--- src/verilog/ptpc_defines.svh ---
// Register map, field positions, reset values and scaling constants
`ifndef PTPC_DEFINES_SVH
`define PTPC_DEFINES_SVH
`define PTPC_ADDR_W 8
`define PTPC_CTRL_OFF 8'h00
`define PTPC_DIV_OFF 8'h04
`define PTPC_GAIN_OFF 8'h08
`define PTPC_LEFT_OFF 8'h0C
`define PTPC_RIGHT_OFF 8'h10
`define PTPC_STAT_OFF 8'h14
`define PTPC_EN_BIT 0
`define PTPC_SWAP_BIT 1
`define PTPC_CHSET_LSB 2
`define PTPC_DLY_LSB 4
`define PTPC_MODULE_CLOCK_SELECT_LSB 8
`define PTPC_CDIV_LSB 0
`define PTPC_MDIV_LSB 4
`define PTPC_SINC_LSB 8
`define PTPC_GL_LSB 0
`define PTPC_GR_LSB 8
`define PTPC_CTRL_RST 32'h0000_0108
`define PTPC_DIV_RST 32'h0000_6031
`define PTPC_GAIN_RST 32'h0000_0808
`define PTPC_MANT0 9'h100
`define PTPC_MANT1 9'h130
`define PTPC_MANT2 9'h16A
`define PTPC_MANT3 9'h1AF
`define PTPC_PCM_SHIFT 15
`define PTPC_RESP_OKAY 2'h0
`define PTPC_RESP_SLVERR 2'h2
`endif

--- src/verilog/ptpc_pkg.sv ---
// Types shared by the converter
package ptpc_pkg;
  typedef enum logic [1:0] {
    CHSET_OFF, CHSET_MONO, CHSET_STEREO, CHSET_STEREO_ALT
  } ptpc_chset_t;
  typedef enum logic [1:0] {
    SRC_PRIMARY_RC, SRC_SECONDARY_RC, SRC_HS_CRYSTAL, SRC_RESERVED
  } ptpc_clk_src_t;
endpackage : ptpc_pkg
--- src/verilog/ptpc_conv.sv ---
// PDM-to-PCM converter with AXI4-Lite register slave
// Contract
// [RL1] Convert one-bit PDM streams to 24-bit PCM
// [RL2] Rising-edge bit is left, falling is right
// [RL3] Swap option exchanges edge-to-channel assignment
// [RL4] Mono: only left valid, right held zero
// [RL5] Reset configuration yields 16 kHz output
// [RL6] Support 8 to 192 kHz output rates
// [RL7] Bit clock configurable 512 kHz to 3.072 MHz
// [RL8] Gain -12 to +34.5 dB, 1.5 dB steps
// [RL9] Core clock = master / (divider + 1)
// [RL10] Left and right core clocks equal core
// [RL11] Bit clock = left core / (mic divider + 1)
// [RL12] Oversampling ratio is twice decimation field
// [RL13] Software keeps decimation at 16-64 or 96
// [RL14] Bit and filter clocks derived internally
// [RL15] Programmable delay shifts bit clock phase
// [RL16] Software orders clock source change steps
// [RL17] Software switches away before clearing force bit
// [RL18] High-speed crystal selection enables 32 kHz crystal
// [RL19] Software uses recommended divider combinations
// [RL20] Mono: software sets swap per microphone side
// [RL21] Left core always runs, right gated by set; the left core here runs only while enabled and set is not CHSET_OFF
// [RL22] Present PCM pair with valid per frame
//
// The register offsets and the AXI4-Lite slave port were left to the implementer.
`include "ptpc_defines.svh"

module ptpc_conv (
  input wire logic aclk,
  input wire logic aresetn,
  input wire logic ce,
  input wire logic awvalid,
  output logic awready,
  input wire logic [`PTPC_ADDR_W-1:0] awaddr,
  input wire logic wvalid,
  output logic wready,
  input wire logic [31:0] wdata,
  input wire logic [3:0] wstrb,
  output logic bvalid,
  input wire logic bready,
  output logic [1:0] bresp,
  input wire logic arvalid,
  output logic arready,
  input wire logic [`PTPC_ADDR_W-1:0] araddr,
  output logic rvalid,
  input wire logic rready,
  output logic [31:0] rdata,
  output logic [1:0] rresp,
  input wire logic pdm_data,
  output logic mic_bit_clock,
  output logic [23:0] pcm_left,
  output logic [23:0] pcm_right,
  output logic pcm_valid,
  output ptpc_pkg::ptpc_clk_src_t module_clock_select,
  output logic xtal32k_enable
);
  import ptpc_pkg::*;

  // ************************************************************
  // Registers and decoded fields
  // ************************************************************
  logic [31:0] ctrl_reg;
  logic [31:0] div_reg;
  logic [31:0] gain_reg;
  logic enable;
  logic swap;
  ptpc_chset_t chset;
  logic [2:0] dly;
  logic [1:0] core_clock_divider_value;
  logic [3:0] mic_clock_divider;
  logic [6:0] decimation_rate_field;
  logic [7:0] oversampling_ratio;
  logic left_on;
  logic right_on;
  assign enable = ctrl_reg[`PTPC_EN_BIT];
  assign swap = ctrl_reg[`PTPC_SWAP_BIT];
  assign chset = ptpc_chset_t'(ctrl_reg[`PTPC_CHSET_LSB +: 2]);
  assign dly = ctrl_reg[`PTPC_DLY_LSB +: 3];
  assign module_clock_select = ptpc_clk_src_t'(ctrl_reg[`PTPC_MODULE_CLOCK_SELECT_LSB +: 2]);
  assign xtal32k_enable = (module_clock_select == SRC_HS_CRYSTAL); // RL18
  assign core_clock_divider_value = div_reg[`PTPC_CDIV_LSB +: 2];
  assign mic_clock_divider = div_reg[`PTPC_MDIV_LSB +: 4];
  assign decimation_rate_field = div_reg[`PTPC_SINC_LSB +: 7];
  assign oversampling_ratio = {decimation_rate_field, 1'b0}; // RL12
  assign left_on = enable && (chset != CHSET_OFF); // RL21
  assign right_on = enable && (chset == CHSET_STEREO || chset == CHSET_STEREO_ALT); // RL21
  // ************************************************************
  // AXI4-Lite write path
  // ************************************************************
  logic aw_got;
  logic w_got;
  logic [`PTPC_ADDR_W-1:0] aw_addr_q;
  logic [31:0] w_data_q;
  logic [3:0] w_strb_q;
  logic wr_do;
  logic wr_hit;
  assign awready = !aw_got && !bvalid;
  assign wready = !w_got && !bvalid;
  assign wr_do = aw_got && w_got;
  assign wr_hit = (aw_addr_q == `PTPC_CTRL_OFF) || (aw_addr_q == `PTPC_DIV_OFF) ||
                  (aw_addr_q == `PTPC_GAIN_OFF);
  logic [31:0] wmask;
  assign wmask = {{8{w_strb_q[3]}}, {8{w_strb_q[2]}}, {8{w_strb_q[1]}}, {8{w_strb_q[0]}}};

  always_ff @(posedge aclk) begin
    if (!aresetn) begin
      aw_got <= 1'b0;
      w_got <= 1'b0;
      aw_addr_q <= '0;
      w_data_q <= '0;
      w_strb_q <= '0;
    end else if (ce) begin
      if (awvalid && awready) begin
        aw_got <= 1'b1;
        aw_addr_q <= awaddr;
      end
      if (wvalid && wready) begin
        w_got <= 1'b1;
        w_data_q <= wdata;
        w_strb_q <= wstrb;
      end
      if (wr_do) begin
        aw_got <= 1'b0;
        w_got <= 1'b0;
      end
    end
  end

  always_ff @(posedge aclk) begin
    if (!aresetn) begin
      bvalid <= 1'b0;
      bresp <= `PTPC_RESP_OKAY;
    end else if (ce) begin
      if (wr_do) begin
        bvalid <= 1'b1;
        bresp <= wr_hit ? `PTPC_RESP_OKAY : `PTPC_RESP_SLVERR;
      end else if (bvalid && bready) begin
        bvalid <= 1'b0;
      end
    end
  end
  // Reset values give 3.072 MHz bit clock and 16 kHz output
  always_ff @(posedge aclk) begin
    if (!aresetn) begin
      ctrl_reg <= `PTPC_CTRL_RST; // RL5
      div_reg <= `PTPC_DIV_RST; // RL5
      gain_reg <= `PTPC_GAIN_RST;
    end else if (ce && wr_do) begin
      case (aw_addr_q)
        `PTPC_CTRL_OFF: ctrl_reg <= ((ctrl_reg & ~wmask) | (w_data_q & wmask)) & 32'h0000_037F;
        `PTPC_DIV_OFF: div_reg <= ((div_reg & ~wmask) | (w_data_q & wmask)) & 32'h0000_7FF3;
        `PTPC_GAIN_OFF: gain_reg <= ((gain_reg & ~wmask) | (w_data_q & wmask)) & 32'h0000_1F1F;
        default: ctrl_reg <= ctrl_reg;
      endcase
    end
  end

  // ************************************************************
  // AXI4-Lite read path
  // ************************************************************
  logic [31:0] rd_mux;
  logic rd_hit;
  logic ck_reg;
  assign arready = !rvalid;
  always_comb begin
    rd_hit = 1'b1;
    case (araddr)
      `PTPC_CTRL_OFF: rd_mux = ctrl_reg;
      `PTPC_DIV_OFF: rd_mux = div_reg;
      `PTPC_GAIN_OFF: rd_mux = gain_reg;
      `PTPC_LEFT_OFF: rd_mux = {8'h00, pcm_left};
      `PTPC_RIGHT_OFF: rd_mux = {8'h00, pcm_right};
      `PTPC_STAT_OFF: rd_mux = {29'h0, ck_reg, right_on, left_on};
      default: begin
        rd_mux = 32'h0000_0000;
        rd_hit = 1'b0;
      end
    endcase
  end
  always_ff @(posedge aclk) begin
    if (!aresetn) begin
      rvalid <= 1'b0;
      rdata <= '0;
      rresp <= `PTPC_RESP_OKAY;
    end else if (ce) begin
      if (arvalid && arready) begin
        rvalid <= 1'b1;
        rdata <= rd_mux;
        rresp <= rd_hit ? `PTPC_RESP_OKAY : `PTPC_RESP_SLVERR;
      end else if (rvalid && rready) begin
        rvalid <= 1'b0;
      end
    end
  end

  // ************************************************************
  // Clock dividers: core tick and microphone bit clock
  // ************************************************************
  logic [1:0] cdiv_cnt;
  logic core_tick;
  logic [3:0] mdiv_cnt;
  logic [4:0] half;
  logic rise_ev;
  logic fall_ev;
  // Both channel cores share this tick
  assign core_tick = left_on && (cdiv_cnt == core_clock_divider_value); // RL9 RL10 RL14
  assign half = 5'((5'(mic_clock_divider) + 5'd1) >> 1);
  assign rise_ev = core_tick && (mdiv_cnt == mic_clock_divider); // RL11
  assign fall_ev = core_tick && (5'(mdiv_cnt) + 5'd1 == half); // RL11 RL7
  always_ff @(posedge aclk) begin
    if (!aresetn) begin
      cdiv_cnt <= '0;
    end else if (ce) begin
      if (!left_on || core_tick) begin
        cdiv_cnt <= '0;
      end else begin
        cdiv_cnt <= cdiv_cnt + 2'd1; // RL9
      end
    end
  end

  always_ff @(posedge aclk) begin
    if (!aresetn) begin
      mdiv_cnt <= '0;
      ck_reg <= 1'b0;
    end else if (ce) begin
      if (!left_on) begin
        mdiv_cnt <= '0;
        ck_reg <= 1'b0;
      end else if (core_tick) begin
        mdiv_cnt <= rise_ev ? 4'd0 : mdiv_cnt + 4'd1;
        if (rise_ev) begin
          ck_reg <= 1'b1;
        end else if (fall_ev) begin
          ck_reg <= 1'b0;
        end
      end
    end
  end

  // ************************************************************
  // Phase delay line for bit clock and capture strobes
  // ************************************************************
  logic [6:0] dl_ck;
  logic [6:0] dl_rise;
  logic [6:0] dl_fall;
  logic [7:0] tap_ck;
  logic [7:0] tap_rise;
  logic [7:0] tap_fall;
  logic rise_q;
  logic fall_q;
  assign tap_ck = {dl_ck, ck_reg};
  assign tap_rise = {dl_rise, rise_ev};
  assign tap_fall = {dl_fall, fall_ev};
  always_ff @(posedge aclk) begin
    if (!aresetn) begin
      dl_ck <= '0;
      dl_rise <= '0;
      dl_fall <= '0;
      mic_bit_clock <= 1'b0;
      rise_q <= 1'b0;
      fall_q <= 1'b0;
    end else if (ce) begin
      dl_ck <= tap_ck[6:0];
      dl_rise <= tap_rise[6:0];
      dl_fall <= tap_fall[6:0];
      mic_bit_clock <= tap_ck[dly]; // RL15 RL14
      rise_q <= tap_rise[dly]; // RL15
      fall_q <= tap_fall[dly]; // RL15
    end
  end

  // ************************************************************
  // Data pin synchroniser
  // ************************************************************
  logic pdm_meta;
  logic pdm_s;
  always_ff @(posedge aclk) begin
    if (!aresetn) begin
      pdm_meta <= 1'b0;
      pdm_s <= 1'b0;
    end else if (ce) begin
      pdm_meta <= pdm_data;
      pdm_s <= pdm_meta;
    end
  end

  // ************************************************************
  // Frame counter and per-channel decimation with gain
  // ************************************************************
  logic [7:0] bit_cnt;
  logic frame_end;
  logic ev [2];
  logic on [2];
  logic [4:0] gcode [2];
  logic [23:0] pcm_q [2];
  assign frame_end = rise_q && (bit_cnt == oversampling_ratio - 8'd1); // RL12 RL6
  assign ev[0] = swap ? fall_q : rise_q; // RL2 RL3
  assign ev[1] = swap ? rise_q : fall_q; // RL2 RL3
  assign on[0] = left_on;
  assign on[1] = right_on;
  assign gcode[0] = gain_reg[`PTPC_GL_LSB +: 5];
  assign gcode[1] = gain_reg[`PTPC_GR_LSB +: 5];
  assign pcm_left = pcm_q[0];
  assign pcm_right = pcm_q[1];
  always_ff @(posedge aclk) begin
    if (!aresetn) begin
      bit_cnt <= '0;
    end else if (ce) begin
      if (!left_on || frame_end) begin
        bit_cnt <= '0;
      end else if (rise_q) begin
        bit_cnt <= bit_cnt + 8'd1;
      end
    end
  end

  // Gain of 2^(code/4)/4, about 1.5 dB per step from -12 dB
  function automatic logic [23:0] apply_gain(input logic signed [8:0] s,
                                             input logic [4:0] code);
    logic signed [23:0] base;
    logic [8:0] mant;
    logic signed [41:0] wide;
    base = 24'(s) <<< `PTPC_PCM_SHIFT;
    case (code[1:0])
      2'd0: mant = `PTPC_MANT0;
      2'd1: mant = `PTPC_MANT1;
      2'd2: mant = `PTPC_MANT2;
      default: mant = `PTPC_MANT3;
    endcase
    wide = 42'(base * $signed({1'b0, mant}));
    wide = (wide <<< code[4:2]) >>> 10;
    if (wide > 42'sh7F_FFFF) begin
      return 24'h7F_FFFF;
    end else if (wide < -42'sh80_0000) begin
      return 24'h80_0000;
    end
    return wide[23:0];
  endfunction

  for (genvar c = 0; c < 2; c++) begin : g_ch
    logic signed [8:0] acc_reg;
    logic signed [8:0] acc_next;
    // Sinc accumulation of +1/-1 per captured bit
    always_comb begin
      acc_next = acc_reg;
      if (ev[c]) begin
        acc_next = pdm_s ? acc_reg + 9'sd1 : acc_reg - 9'sd1; // RL1
      end
    end
    always_ff @(posedge aclk) begin
      if (!aresetn) begin
        acc_reg <= '0;
        pcm_q[c] <= '0;
      end else if (ce) begin
        if (!on[c]) begin
          acc_reg <= '0;
          pcm_q[c] <= '0; // RL4
        end else if (frame_end) begin
          acc_reg <= '0;
          pcm_q[c] <= apply_gain(acc_next, gcode[c]); // RL1 RL8
        end else begin
          acc_reg <= acc_next;
        end
      end
    end
  end

  always_ff @(posedge aclk) begin
    if (!aresetn) begin
      pcm_valid <= 1'b0;
    end else if (ce) begin
      pcm_valid <= frame_end && left_on; // RL22
    end
  end
endmodule // ptpc_conv

--- config.mk ---
export PLATFORM = sky130hd
export DESIGN_NAME = ptpc_conv
export DESIGN_NICKNAME = d
export VERILOG_FILES = /design/src/verilog/ptpc_pkg.sv /design/src/verilog/ptpc_conv.sv
export VERILOG_INCLUDE_DIRS = /design/src /design/src/verilog
export SDC_FILE = /design/constraint.sdc
export NUM_CORES = 1
export LEC_CHECK = 0
export ABC_CLOCK_PERIOD_IN_PS = 13030
export BUFFER_PORTS_ARGS = -buffer_cell sky130_fd_sc_hd__buf_2
export CORE_ASPECT_RATIO = 1.5
export CORE_UTILIZATION = 50
export DETAILED_ROUTE_END_ITERATION = 16
export PLACE_DENSITY = 0.79
export SYNTH_ARGS = -nofsm -noshare
export SYNTH_HDL_FRONTEND = slang
export SYNTH_SLANG_ARGS = --single-unit
--- constraint.sdc ---
create_clock -name aclk -period 13.03 [get_ports aclk]
set_clock_uncertainty 0.1 [all_clocks]
set_input_delay 1.9545 -clock aclk [delete_from_list [all_inputs] [get_ports aclk]]
set_output_delay 1.9545 -clock aclk [all_outputs]
set_load 0.02 [all_outputs]
==> results of run 1 <==
-- metrics by stage --
| stage | power (mW) | cell area (sq um) | instances | setup WS (ps) | hold WS (ps) |
|---|---|---|---|---|---|
| after detailed placement | 0.686 | 17000 | 2293 | 2850 | 360 |
| after floorplan | 0.662 | 16200 | 1861 | 4550 | 338 |
| after global routing | 1.23 | 17500 | 2325 | 2020 | 402 |
| after global placement | 0.684 | 17000 | 2293 | 3000 | 349 |
| after CTS | 1.20 | 17500 | 2325 | 2800 | 370 |
| final | 1.20 | 17500 | 2325 | 2690 | 367 |
-- cells in the final DEF (no fill, tap or decap), types with 18 or more instances in the layout --
cell type / instances
a21boi_0: 40
nor2_1: 93
nand2_1: 238
edfxtp_1: 40
mux2i_1: 85
nand3_1: 31
a22o_1: 18
and2_1: 43
clkbuf_16: 19
inv_1: 180
nor2b_1: 62
fa_1: 102
and3_1: 22
xor2_1: 18
o21ai_0: 75
o21ai_1: 19
a21o_1: 20
dfxtp_1: 147
xnor2_1: 37
ha_1: 126
a21oi_1: 86
nor3_1: 21
buf_2: 125
-- layer usage --
metal | global-route usage | vias up | routed length (um)
met5 | 0 | - | 0
met4 | 0.146 | 0 | 2240
met3 | 0.0345 | 142 | 2770
met2 | 0.468 | 605 | 21700
met1 | 0.303 | 6600 | 16500
li1 | - | 6462 | -
-- worst max-delay path: cells and delay by family (launching register included) --
kind	cells	cell delay [ps]
adders and majority gates	7	3140
muxes	1	320
DFF	1	550
buffers and inverters	3	870
AOI/OAI and AO/OA	14	3880
and+or+nand+nor	4	1170
-- path summary, 6_finish.rpt --
path                      from      endpoint  slack [ps]  cells past startpoint
hold / removal    w_data_q[13]  w_data_q[13]         370                      2
hold reg to reg   w_data_q[13]  w_data_q[13]         370                      2
setup / recovery         pdm_s   pcm_q[1][9]        2690                     29
setup reg to reg         pdm_s   pcm_q[1][9]        2690                     29
-- final cells by class --
class                      instances  share of cell area
clock inverter                    10             0.00499
timing repair buffer             135              0.0399
inverter                         182              0.0389
sequential                       187               0.236
tap                              410              0.0292
clock buffer                      22              0.0289
multi-input combinational       1379               0.622
-- power groups by stage --
stage,logic (mW),registers [mW],clock network (mW)
after floorplan,0.0394,0.623,0
after global placement,0.0616,0.622,0
after detailed placement,0.0633,0.622,0
after CTS,0.0635,0.609,0.528
after global routing,0.0689,0.611,0.549
final,0.0638,0.610,0.525
-- cells by family after synthesis --
group | Yosys count | synth area share
buffers and inverters | 295 | 0.0741
adders and majority gates | 228 | 0.223
DFF | 187 | 0.256
and+or+nand+nor | 568 | 0.167
AOI/OAI and AO/OA | 410 | 0.175
xor gates and xnor gates | 55 | 0.0297
muxes | 108 | 0.0754
other | 1 | 0.000231
==> results.md, run 1 <==
* NetSw at 0.295 mW
* IO buf count at 125
* Initial Util at 0.509
* Clk buf depth at 2
* CTS tree: done
* Lkg Pwr at 8.39 nW
* Mapped Area at 16,200 sq um
* Pwr Density at 68.4 nW/um^2
* Clock share of power at 0.438
* Crit path max fanout at 19
* Die width at 149 um
* CTS sink count at 187
* Overflow after GRT at 0
* Slew HR at 0.228
* Crit. End Element: flop
* Netlist cell types at 80
* Setup_tns at 0 ps
* CP peak stage delay at 850 ps
* Fin. max-slew vios at 0
* RSZ-0062 raised after global routing: no
* VDD IR max at 0.000111 V
* Hpwl dp at 33,400 um
* Status: complete, no violations
* Total Nets Final at 2,191
* H-tree levels at 4
* DIE AREA at 33,200 sq um
* Die height at 223 um
* Period utilization at 0.794
* First-pass GRT wire length at 68,700 um
* Fillers at 2,786
* Share of layout cells above drive strength 1 at 0.115
* Flops & latches, synth at 187
* Worst Path Arrival at 10,380 ps
* Max-cap violations at 0
* CTS Hold Bufs at 0
* P&R area growth vs syn at 8.20%
* Sequential fraction of the synthesis area at 0.256
* Type of the worst setup path: flop to flop
* CP startpoint kind: flop
* Synth top area share at 0.181
* Drc violations at 0
* Pint at 0.904 mW
* Total GRT Usage at 0.264
* Multi-input logic area at 10,900 sq um
* Min Tclk post-route at 10,340 ps
* Diode count at 0
* Yosys top cell by area: dfxtp_1
* Root buf cell: clkbuf_16
* Drt pass-1 iters at 7
* Util after Layout at 0.551
* Sequential share of power at 0.509
* Synth area leaders: dfxtp_1 18%, fa_1 13%, ha_1 9.7%, edfxtp_1 7.4%, nand2_1 5.5%
* FP Rows at 80
* Cell with the most instances after synthesis: nand2_1
* Average size of a mapped cell at 8.76 sq um
* Finish-stage setup viols at 0
* Vias/cell at 5.94
* Register area at 4140 sq um
* Worst min-delay path class: flop to flop
* Final RePlAce weighted congestion at 0.910
* Number of flops mapped to enable cells by yosys at 40
* Slowest cell on crit path: o41ai_4
* Initial antenna violation count at 0
* Pin count of the biggest net entering global routing at 72
* Mapped Cells at 1,852
* Post-synth ARST share at 0
* Clock-pin transition on the worst setup and hold timing paths at 70 ps
* WL/cell at 18.6 um
* Clock Latency Late Sink at 450 ps
* Worst-margin pin slew at 1150 ps
* Vias at 13,800
* Fin. Hold Viols at 0
* Warnings, synthesis at 0
* WP data required at 13,060 ps
* Ys flop type: dfxtp_1
* Num ports at 155
* TritonCTS buffer count at 17
* Sw Share at 0.246
* CORE AREA at 31,800 sq um
* Post-cts sizing count at 0
* Final WL at 43,200 um
* Commonest cells post-synth: 238 x nand2_1, 180 x inv_1, 147 x dfxtp_1, 126 x ha_1, 102 x fa_1
* Setup Buffers After CTS at 0
* Vias in the first global route at 13,600
* DRT antenna net count at 0
* DRT iter0 DRCs at 1,239
* Achievable Freq at 96.7 MHz
* Combinational power share at 0.053
Note: power is estimated with default switching activity, not from simulation.
==> run 2: changes to the inputs <==
Settings changed: ABC_AREA set to 1, ABC_CLOCK_PERIOD_IN_PS 13030 to 8440, PLACE_DENSITY 0.79 to 0.82.
Clock period 13.03 ns to 8.44 ns, I/O delays scaled along.
==> run 2 against run 1 <==
Die area is 1.6% lower. Hold slack got worse by 1.9 ps. Combinational power rose by 87%. Critical path depth increased by 8. Cell area decreased by 0.80%. Routed wire length rose by 0.53%.
==> results.md, run 2 <==
* Synth Area in Simple Gates at 0.243
* Worst Path Arrival at 7930 ps
* Initial antenna violation count at 0
* Overflow after GRT at 0
* Mux cell area share after synthesis at 0.00439
* Die height at 221 um
* Fin. Hold Viols at 0
* Mapped Area at 16,000 sq um
* Xor-xnor portion of the synthesized cell area at 0.0291
* Setup Buffers After CTS at 0
* Synth area leaders: dfxtp_1 18%, fa_1 13%, nand2_1 13%, ha_1 9.9%, inv_1 8.4%
* Drc violations at 0
* CP startpoint kind: flop
* Final WS setup at 598 ps
* Max-cap violations at 0
* H-tree levels at 4
* Worst slack, placed at 580 ps
* Type of the worst setup path: flop to flop
* Share of layout cells above drive strength 1 at 0.0894
* CP peak stage delay at 570 ps
* DIE AREA at 32,600 sq um
* Vias/cell at 5.49
* Worst min-delay path class: flop to flop
* CTS tree: done
* DRT antenna net count at 0
* Drt pass-1 iters at 5
* Status: complete, no violations
* Period utilization at 0.929
* WL/cell at 16.0 um
* Post-cts sizing count at 0
* WP data required at 8530 ps
* First-pass GRT wire length at 69,800 um
* Ys flop type: dfxtp_1
* Lkg Pwr at 8.93 nW
* Cell with the most instances after synthesis: nand2_1
* Achievable Freq at 128 MHz
* Crit. End Element: flop
* Vias in the first global route at 14,600
* Hpwl dp at 34,600 um
* Warnings, synthesis at 0
* Pwr Density at 110 nW/um^2
* Root buf cell: clkbuf_16
* CTS sink count at 187
* Diode count at 0
* Commonest cells post-synth: 540 x nand2_1, 358 x inv_1, 178 x nor2_1, 159 x o21ai_0, 147 x dfxtp_1
* Initial Util at 0.511
* Worst-margin pin slew at 1100 ps
* Mapped Cells at 2,223
* Sequential fraction of the synthesis area at 0.260
* FP Rows at 79
* Largest family of logic cells by synthesized area: simple AND/OR/NAND/NOR gates
* Die width at 148 um
* Post-synth ARST share at 0
* Slowest cell on crit path: fa_1
* TritonCTS buffer count at 17
* Crit path max fanout at 19
* Setup_tns at 0 ps
* DRT iter0 DRCs at 939
* Yosys top cell by area: dfxtp_1
* Final RePlAce weighted congestion at 0.999
* Commonest non-fill, non-tap cell in the layout: nand2_1
* Clock Latency Late Sink at 440 ps
* Min Tclk post-route at 7840 ps
* Synth top area share at 0.184
* Slew HR at 0.265
* CTS Hold Bufs at 0
* Num ports at 155
* Vias at 14,900
* IO buf count at 125
* Post-place instance area at 16,800 sq um
* Clock-pin transition on the worst setup and hold timing paths at 70 ps
* Fin. max-slew vios at 0
* Clk buf depth at 2
* Number of flops mapped to enable cells by yosys at 40
* P&R area growth vs syn at 9.08%
* Flops & latches, synth at 187
* Worst path most repeated cell: nand2_1
* Total power at 1.91 mW
* Commonest cells after routing, fill and taps aside: 540 x nand2_1, 359 x inv_1, 178 x nor2_1
* Netlist cell types at 54
* Compound-Gate Fraction of Synth Area at 0.123
* Adder-Cell Fraction of Synth Area at 0.227
* VDD IR max at 0.000146 V
* Pin count of the biggest net entering global routing at 59
* Finish-stage setup viols at 0
* Total GRT Usage at 0.272
* Final WL at 43,400 um
* Average size of a mapped cell at 7.18 sq um
* Design area at 17,400 sq um
* Total Nets Final at 2,591
* RSZ-0062 raised after global routing: no
* CORE AREA at 31,200 sq um
-- run 2: stage by stage --
stage	instances	hold WS, ps	util
after floorplan	2232	341	-
after global placement	2688	353	0.537
after detailed placement	2688	353	0.537
after CTS	2720	364	0.557
after global routing	2720	384	0.557
final	2720	366	0.557
-- run 2: power by group --
group	switching (mW)	internal, mW	leakage [nW]
registers	0.0207	0.932	1.64
logic	0.0851	0.0337	6.99
clock network	0.365	0.474	0.302
total	0.471	1.44	8.93
-- run 2: metal layers --
| layer | up-vias | wire, um | global-route usage |
|---|---|---|---|
| met2 | 564 | 22800 | 0.510 |
| met1 | 6963 | 15700 | 0.289 |
| met5 | - | 0 | 0 |
| met3 | 174 | 2230 | 0.0307 |
| met4 | 0 | 2690 | 0.169 |
| li1 | 7225 | - | - |
-- run 2: path summary, 6_finish.rpt --
kind	from	to	slack (ps)	depth (start not counted)
max reg2reg	pdm_s	pcm_q[1][19]	600	37
min	rdata[17]	rdata[17]	370	2
max	pdm_s	pcm_q[1][19]	600	37
min reg2reg	rdata[17]	rdata[17]	370	2
-- run 2: final cells by class --
type / count / area [sq um]
multi-input cells: 1590 / 10000
repair buffers: 137 / 716
flip-flops and latches: 187 / 4140
fillers: 2910 / 13800
inverters: 369 / 1390
clock buffers: 20 / 479
well taps: 405 / 507
clock inverters: 12 / 134
-- run 2: kinds of logic after synthesis --
logic type | Yosys count
buffers and inverters | 455
XOR/XNOR | 53
other | 1
AO/OA/AOI/OAI | 360
multiplexers | 7
adder cells (fa/ha/maj) | 228
flip-flops | 187
AND/OR/NAND/NOR | 932
-- run 2: critical path: cells and delay by family, from the launching register on --
kind | cells | cell delay (ps)
AOI/OAI and AO/OA | 4 | 910
xor gates and xnor gates | 1 | 170
adders and majority gates | 7 | 3310
buffers and inverters | 4 | 500
DFF | 1 | 390
and+or+nand+nor | 21 | 2190
